File: config.mk
export PLATFORM = sky130hd
export DESIGN_NAME = signal_measure_timer
export DESIGN_NICKNAME = d
export VERILOG_FILES = /design/src/logic/count_prescaler.v /design/src/logic/signal_measure_timer.v
export VERILOG_INCLUDE_DIRS = /design/src /design/src/include
export SDC_FILE = /design/constraint.sdc
export NUM_CORES = 1
export LEC_CHECK = 0
export ABC_AREA = 1
export BUFFER_PORTS_ARGS = -buffer_cell sky130_fd_sc_hd__buf_4
export CAP_MARGIN = 40
export CORE_MARGIN = 5
export CORE_UTILIZATION = 35
export CTS_CLUSTER_SIZE = 40
export DETAILED_ROUTE_END_ITERATION = 7
export GPL_ROUTABILITY_DRIVEN = 0
export PLACE_DENSITY = 0.55
export SLEW_MARGIN = 25
export SYNTH_ARGS = -nofsm -noshare
export SYNTH_HDL_FRONTEND = slang
export SYNTH_HIERARCHICAL = 1
export SYNTH_SLANG_ARGS = --single-unit
File: constraint.sdc
create_clock -name pclk -period 1.8 [get_ports pclk]
set_input_delay 0.09 -clock pclk [delete_from_list [all_inputs] [get_ports pclk]]
set_output_delay 0.09 -clock pclk [all_outputs]
set_load 0.02 [all_outputs]
File: src/include/measure_timer_defs.vh
`ifndef MEASURE_TIMER_DEFS_VH
`define MEASURE_TIMER_DEFS_VH

// ==========================================================================
// register byte addresses
`define MT_CTRL0_ADDR    12'h0498
`define MT_PERIOD_ADDR   12'h049C
`define MT_COUNT_ADDR    12'h04A0
`define MT_STATUS_ADDR   12'h04A4
`define MT_MASK_ADDR     12'h04A8

// ==========================================================================
// control register 0 fields
`define MT_CTRL0_EN      7
`define MT_CTRL0_HALT    5
`define MT_CTRL0_WINDOW_POLARITY    4
`define MT_CTRL0_SIGNAL_POLARITY    3
`define MT_CTRL0_COUNT_EDGE_SELECT    2
`define MT_CTRL0_PS_HI   1
`define MT_CTRL0_PS_LO   0
`define MT_CTRL0_MASK    8'hBF
`define MT_CTRL0_RESET   8'h00

// ==========================================================================
// status and mask fields
`define MT_ST_PERIOD     0
`define MT_ST_WIN        1
`define MT_ST_SIG        2
`define MT_ST_BITS       3
`define MT_PERIOD_RESET  24'hFF_FFFF

`endif

File: src/logic/count_prescaler.v
`timescale 1ns/1ps
`default_nettype none

// ==========================================================================
// prescaler: passes one in 1, 2, 4 or 8 edge events
module count_prescaler (
  input  wire       pclk,
  input  wire       presetn,
  input  wire       clear,
  input  wire       edge_in,
  input  wire [1:0] sel,
  output reg        tick
);

  reg  [2:0] div_r;
  reg  [2:0] lim;

  // last count value before a tick, per select code
  always @* begin
    case (sel)
      2'b00:   lim = 3'd0;
      2'b01:   lim = 3'd1;
      2'b10:   lim = 3'd3;
      2'b11:   lim = 3'd7;
      default: lim = 3'd0;
    endcase
  end

  // divide counter and registered tick
  always @(posedge pclk or negedge presetn) begin
    if (!presetn) begin
      div_r <= 3'd0;
      tick  <= 1'b0;
    end else if (clear) begin
      div_r <= 3'd0;
      tick  <= 1'b0;
    end else begin
      tick <= 1'b0;
      if (edge_in) begin
        if (div_r >= lim) begin
          div_r <= 3'd0;
          tick  <= 1'b1;
        end else begin
          div_r <= div_r + 3'd1;
        end
      end
    end
  end

endmodule // count_prescaler

`default_nettype wire

File: src/logic/signal_measure_timer.v
`timescale 1ns/1ps
`default_nettype none
`include "measure_timer_defs.vh"

// ==========================================================================
// Operation
// - Enable one runs the timer; zero resets the count, prescaler and edge history, keeps the status bits, and drops the clock request.
// - With halt set the count stays at the period value on match and the match interrupt fires when clocked.
// - With halt clear the count returns to zero on match and the match interrupt still fires when clocked.
// - Window polarity one reads the window active-low on falling edges, zero active-high on rising edges.
// - Signal polarity one reads the signal active-low on falling edges, zero active-high on rising edges.
// - Count edge select one counts on falling edges of the selected clock, zero on rising edges.
// - Prescale codes 00, 01, 10, 11 divide the counting clock by 1, 2, 4, 8.
module signal_measure_timer #(
  parameter CW = 24
) (
  input  wire          pclk,
  input  wire          presetn,
  input  wire          psel,
  input  wire          penable,
  input  wire          pwrite,
  input  wire [11:0]   paddr,
  input  wire [31:0]   pwdata,
  output reg  [31:0]   prdata,
  output reg           pready,
  output reg           pslverr,
  input  wire          count_clock,
  input  wire          window_input,
  input  wire          signal_input,
  output reg           clock_request,
  output reg           window_active,
  output reg           signal_active,
  output reg           irq
);

  // ========================================================================
  // registers
  reg  [7:0]              ctrl_r;
  reg  [CW-1:0]           period_r;
  reg  [CW-1:0]           count_r;
  reg  [`MT_ST_BITS-1:0]  status_r;
  reg  [`MT_ST_BITS-1:0]  mask_r;
  reg                     clk_prev_r;
  reg                     win_prev_r;
  reg                     sig_prev_r;
  reg  [`MT_ST_BITS-1:0]  status_nxt;
  reg  [CW-1:0]           count_nxt;
  reg                     match_ev;

  wire                    en;
  wire                    halt;
  wire                    window_polarity;
  wire                    signal_polarity;
  wire                    count_edge_select;
  wire [1:0]              ps;
  wire                    wr;
  wire                    rd;
  wire                    clk_lvl;
  wire                    win_lvl;
  wire                    sig_lvl;
  wire                    clk_edge;
  wire                    win_edge;
  wire                    sig_edge;
  wire                    tick;

  assign en   = ctrl_r[`MT_CTRL0_EN];
  assign halt = ctrl_r[`MT_CTRL0_HALT];
  assign window_polarity = ctrl_r[`MT_CTRL0_WINDOW_POLARITY];
  assign signal_polarity = ctrl_r[`MT_CTRL0_SIGNAL_POLARITY];
  assign count_edge_select = ctrl_r[`MT_CTRL0_COUNT_EDGE_SELECT];
  assign ps   = ctrl_r[`MT_CTRL0_PS_HI:`MT_CTRL0_PS_LO];

  // apb strobes: a write lands on the edge that sees pready high,
  // a read loads prdata one edge earlier so it stands with pready
  assign wr = psel & penable & pwrite & pready;
  assign rd = psel & penable & ~pwrite & ~pready;

  // decide whether the named address is mapped
  function mapped;
    input [11:0] a;
    begin
      mapped = (a == `MT_CTRL0_ADDR) || (a == `MT_PERIOD_ADDR) ||
               (a == `MT_COUNT_ADDR) || (a == `MT_STATUS_ADDR) ||
               (a == `MT_MASK_ADDR);
    end
  endfunction

  // ========================================================================
  // input polarity
  // count edge
  assign clk_lvl = count_clock ^ count_edge_select;
  assign win_lvl = window_input ^ window_polarity;
  assign sig_lvl = signal_input ^ signal_polarity;

  assign clk_edge = en & clk_lvl & ~clk_prev_r;
  assign win_edge = en & win_lvl & ~win_prev_r;
  assign sig_edge = en & sig_lvl & ~sig_prev_r;

  // previous levels, set to one while disabled
  always @(posedge pclk or negedge presetn) begin
    if (!presetn) begin
      clk_prev_r <= 1'b0;
      win_prev_r <= 1'b0;
      sig_prev_r <= 1'b0;
    end else if (!en) begin
      clk_prev_r <= 1'b1;
      win_prev_r <= 1'b1;
      sig_prev_r <= 1'b1;
    end else begin
      clk_prev_r <= clk_lvl;
      win_prev_r <= win_lvl;
      sig_prev_r <= sig_lvl;
    end
  end

  // ========================================================================
  // prescaler
  // prescale divide
  count_prescaler u_pre (
    .pclk    (pclk),
    .presetn (presetn),
    .clear   (~en),
    .edge_in (clk_edge),
    .sel     (ps),
    .tick    (tick)
  );

  // ========================================================================
  // counter next value and match event
  always @* begin
    count_nxt = count_r;
    match_ev  = 1'b0;
    if (tick) begin
      if (count_r == period_r) begin
        match_ev = 1'b1;
        if (halt)
          count_nxt = period_r;
        else
          count_nxt = {CW{1'b0}};
      end else begin
        count_nxt = count_r + {{(CW-1){1'b0}}, 1'b1};
      end
    end
  end

  always @(posedge pclk or negedge presetn) begin
    if (!presetn) begin
      count_r       <= {CW{1'b0}};
      clock_request <= 1'b0;
      window_active <= 1'b0;
      signal_active <= 1'b0;
    end else if (!en) begin
      count_r       <= {CW{1'b0}};
      clock_request <= 1'b0;
      window_active <= 1'b0;
      signal_active <= 1'b0;
    end else begin
      count_r       <= count_nxt;
      clock_request <= 1'b1;
      window_active <= win_lvl;
      signal_active <= sig_lvl;
    end
  end

  // ========================================================================
  // sticky status, write one to clear, set wins
  always @* begin
    status_nxt = status_r;
    if (wr && paddr == `MT_STATUS_ADDR)
      status_nxt = status_r & ~pwdata[`MT_ST_BITS-1:0];
    status_nxt[`MT_ST_PERIOD] = status_nxt[`MT_ST_PERIOD] | match_ev;
    status_nxt[`MT_ST_WIN]    = status_nxt[`MT_ST_WIN] | win_edge;
    status_nxt[`MT_ST_SIG]    = status_nxt[`MT_ST_SIG] | sig_edge;
  end

  always @(posedge pclk or negedge presetn) begin
    if (!presetn) begin
      status_r <= {`MT_ST_BITS{1'b0}};
      irq      <= 1'b0;
    end else begin
      status_r <= status_nxt;
      irq      <= |(status_nxt & mask_r);
    end
  end

  // ========================================================================
  // register writes
  always @(posedge pclk or negedge presetn) begin
    if (!presetn) begin
      ctrl_r   <= `MT_CTRL0_RESET;
      period_r <= `MT_PERIOD_RESET;
      mask_r   <= {`MT_ST_BITS{1'b0}};
    end else if (wr) begin
      case (paddr)
        `MT_CTRL0_ADDR:  ctrl_r   <= pwdata[7:0] & `MT_CTRL0_MASK;
        `MT_PERIOD_ADDR: period_r <= pwdata[CW-1:0];
        `MT_MASK_ADDR:   mask_r   <= pwdata[`MT_ST_BITS-1:0];
        default:         ctrl_r   <= ctrl_r;
      endcase
    end
  end

  // ========================================================================
  // apb answer, one wait state in each access
  always @(posedge pclk or negedge presetn) begin
    if (!presetn) begin
      pready  <= 1'b0;
      pslverr <= 1'b0;
      prdata  <= 32'h0000_0000;
    end else begin
      pready  <= psel & penable & ~pready;
      pslverr <= psel & penable & ~pready & ~mapped(paddr);
      if (rd) begin
        case (paddr)
          `MT_CTRL0_ADDR:  prdata <= {24'h00_0000, ctrl_r};
          `MT_PERIOD_ADDR: prdata <= {{(32-CW){1'b0}}, period_r};
          `MT_COUNT_ADDR:  prdata <= {{(32-CW){1'b0}}, count_r};
          `MT_STATUS_ADDR: prdata <= {{(32-`MT_ST_BITS){1'b0}}, status_r};
          `MT_MASK_ADDR:   prdata <= {{(32-`MT_ST_BITS){1'b0}}, mask_r};
          default:         prdata <= 32'h0000_0000;
        endcase
      end
    end
  end

endmodule // signal_measure_timer

`default_nettype wire

==> out/metrics.yaml <==
grt_use_total_pct: 18.0
io_pins: 90
first_pass_iters: 5
clk_latency_ps: 360
cp.arrival_ps: 2010
path_clk_slew_ps: 70
via_count: 5610
worst_slew_pin_slew_ps: 543
whs_path_depth: 4
r2r-start: "period_r[14]"
cap_violations: 0
r2r_slack_ps: 50
power_frac_comb_pct: 6.7
start_util_pct: 35.8
max_freq_ghz: 0.570
clock_path_buffers: 2
drtIter0Drc: 412
nets: 1031
drt-total-wl_um: 18000
pwr-share-seq_pct: 49.0
maxSlewHeadroom_pct: 63.8
synth-seq-cells: 98
htree_levels: 3
yosysTopAreaCellShare_pct: 31.2
grt_remaining_overflow: 0
cp.required_ps: 2050
syn_inst: 833
portBuffers: 73
row_count: 47
grt_max_degree: 34
cp_slowest_stage_delay_ps: 560
finalCriticalPeriod_ps: 1750
finalClockSkew_ps: 8.23
ys_seq_area_share_pct: 41.9
p_leak_uw: 0.00392
core-area_mm2: 0.0166
critical_path_class: "reg -> reg"
r2r_cells: 10
routed_via_density: 4.68
cts_tree: "done"
fp.dieArea_mm2: 0.0196
antenna_found_initial: 0
grt.busiest_layer: "met1"
crit_buf_inv: 2
hp-class: "in -> reg"
hold_end: "sig_prev_r"
route.detailed.drc: 0
setup_viol: 0
fin_crit_sh_pct: 97.5
cp_max_fo: 7
fin_total_pwr_uw: 4550
grt_use_met1_pct: 26.6
cts_root_buf: "clkbuf_16"
syn_area_mm2: 0.00593
post_synth_num_cell_types: 41
synth_top_area_cell: "dfrtp_1"
synth_edf_count: 0
worst_ir_drop_vdd_uv: 422
endpoint_kind: "flip-flop"
dp_hpwl_um: 12900
hold_violations: 0
postRouteAntennaNets: 0
rsz0062_at_grt: "true"
fin_util_pct: 47.1
status: "finished clean"
layout-drive-gt1-share_pct: 25.6
finalMaxSlewViolations: 0
die_w_um: 140
hp-start: "signal_input"
synthTopCellsByArea: "dfrtp_1, nand2_1, dfstp_2"
clock_power_share_pct: 44.3
async_reset_ff_share_pct: 100
switching_share_pct: 24.2
met2_usage_pct: 26.4
insertedDiodeCount: 0
intPower_uw: 3450
grt_pass1_vias: 5201
use_met3_pct: 3.48
power_switching_uw: 1100
avgSynthCellArea_um2: 7.12
wl_per_cell_um: 15.0
cp-start-kind: "flip-flop"
ys.flop_type: "dfrtp_1"
grt_first_pass_wirelength_um: 28200
cts.sinks: 98
r2r_end: "count_r[20]"
path_cells: "xnor2_1, nand2_1, nor2_2, nand2_2, nor2_8, buf_12, buf_6, nand3_1, nand3_1, nand2_1"
cts_buffers: 9
synthToLayoutAreaGrowth_pct: 31.6
synth_warnings: 6
cp_slowest_cell: "dfstp_2"
die_height_um: 140
cpLargestDelayFamily: "simple AND/OR/NAND/NOR gates"
p_per_area_mw_per_mm2: 583
Yosys cell counts, types with 3 or more instances:
cell type	instances
inv_2	7
buf_2	20
buf_4	13
o21ai_0	16
nand3_1	92
nor2_2	4
buf_6	3
nand4_1	4
xnor2_1	13
nand2_1	336
dfstp_2	24
inv_1	62
ha_1	5
o21ai_1	15
nor2_4	3
dfrtp_1	74
nor2_1	60
o21ai_2	7
xor2_1	21
o22ai_1	3
nand2_2	5
a21oi_1	15
clkbuf_1	8
power by group through the flow:
stage	logic (uW)	registers (uW)	clock network [uW]
after CTS	313	2230	2050
final	306	2230	2010
after global placement	279	2270	0
after floorplan	89.9	2290	0
after detailed placement	281	2270	0
after global routing	339	2230	2150
cell families (layout without fill, tap and decap cells):
group                      after synthesis  in the layout  synth area share, %
and+or+nand+nor                        516            518                 36.9
AOI/OAI and AO/OA                       62             62                 6.04
adders and majority gates                5              5                 1.06
buffers and inverters                  117            254                 9.09
xor gates and xnor gates                34             34                 5.02
DFF                                     98             98                 41.9
other                                    1              8               0.0632
per-stage QoR:
| step | area (um2) | setup WS [ps] | std cells | TNS, ps | hold WS, ps |
|---|---|---|---|---|---|
| 3_3_place_gp | 7060 | 12.8 | 1152 | 0 | 74.4 |
| 6_report | 7800 | 45.1 | 1199 | 0 | 9.45 |
| 3_5_place_dp | 7060 | 10.4 | 1152 | 0 | 75.4 |
| 4_1_cts | 7540 | 46.7 | 1186 | 0 | 3.07 |
| 2_1_floorplan | 5960 | 279 | 840 | 0 | -206 |
| 5_1_grt | 7800 | -35.9 | 1199 | -435 | 21.8 |
placed cells by master (no fill, tap or decap), drive strengths merged, types with 17 or more instances in the layout:
cell type,synthesis,final
nand2,342,344
buf,36,148
nand3,92,92
dfrtp,74,74
inv,69,71
nor2,68,68
o21ai,38,38
dfstp,24,24
xor2,21,21
dlygate4sd3,0,18
a21oi,17,17
state kept, by name (all words and copies together) (netlist names):
| register | flops |
|---|---|
| win_prev_r | 1 |
| count_r | 24 |
| clk_prev_r | 1 |
| clock_request | 1 |
| mask_r | 3 |
| signal_active | 1 |
| pready | 1 |
| window_active | 1 |
| sig_prev_r | 1 |
| prdata | 24 |
| ctrl_r | 7 |
| pslverr | 1 |
| status_r | 3 |
| irq | 1 |
| u_pre/div_r | 3 |
| u_pre/tick | 1 |
| period_r | 24 |
per-layer routing:
layer  wire (um)  part of all wire (%)  vias to the layer above
met4         313                   1.7                        0
met1        8670                    48                     2577
li1            -                     -                     2868
met5           0                     0                        -
met2        7950                    44                      142
met3        1030                   5.8                       23
what timing repair did:
item,CTS,global route
hold buffers,18,0
pin swaps,0,27
gates cloned,0,3
gates resized for setup,1,28
endpoints found under the setup margin,1,25
hold endpoints to repair,45,0
buffers inserted,0,10
worst min-delay path: stages:
cell     delay [ps]
buf_4            80
xor2_1           50
inv_1            60
nand2_1          50
cell type report:
cell class | count | area (um2)
Fill cell | 1697 | 8780
Multi-Input combinational cell | 627 | 3060
Sequential cell | 98 | 2480
Timing Repair Buffer | 167 | 1420
Tap cell | 220 | 275
Inverter | 71 | 268
Clock buffer | 9 | 225
Clock inverter | 7 | 76.3
how the worst max path moves through the flow:
stage	start	to	slack, ps	cells past startpoint
6_report	period_r[14]	count_r[20]	50	10
5_1_grt	period_r[1]	count_r[5]	-40	11
4_1_cts	period_r[2]	count_r[19]	50	9
3_5_place_dp	count_r[1]	count_r[12]	10	9
3_3_place_gp	count_r[0]	count_r[12]	10	9
2_1_floorplan	period_r[6]	count_r[0]	280	9
Note: power is estimated with default switching activity, not from simulation.
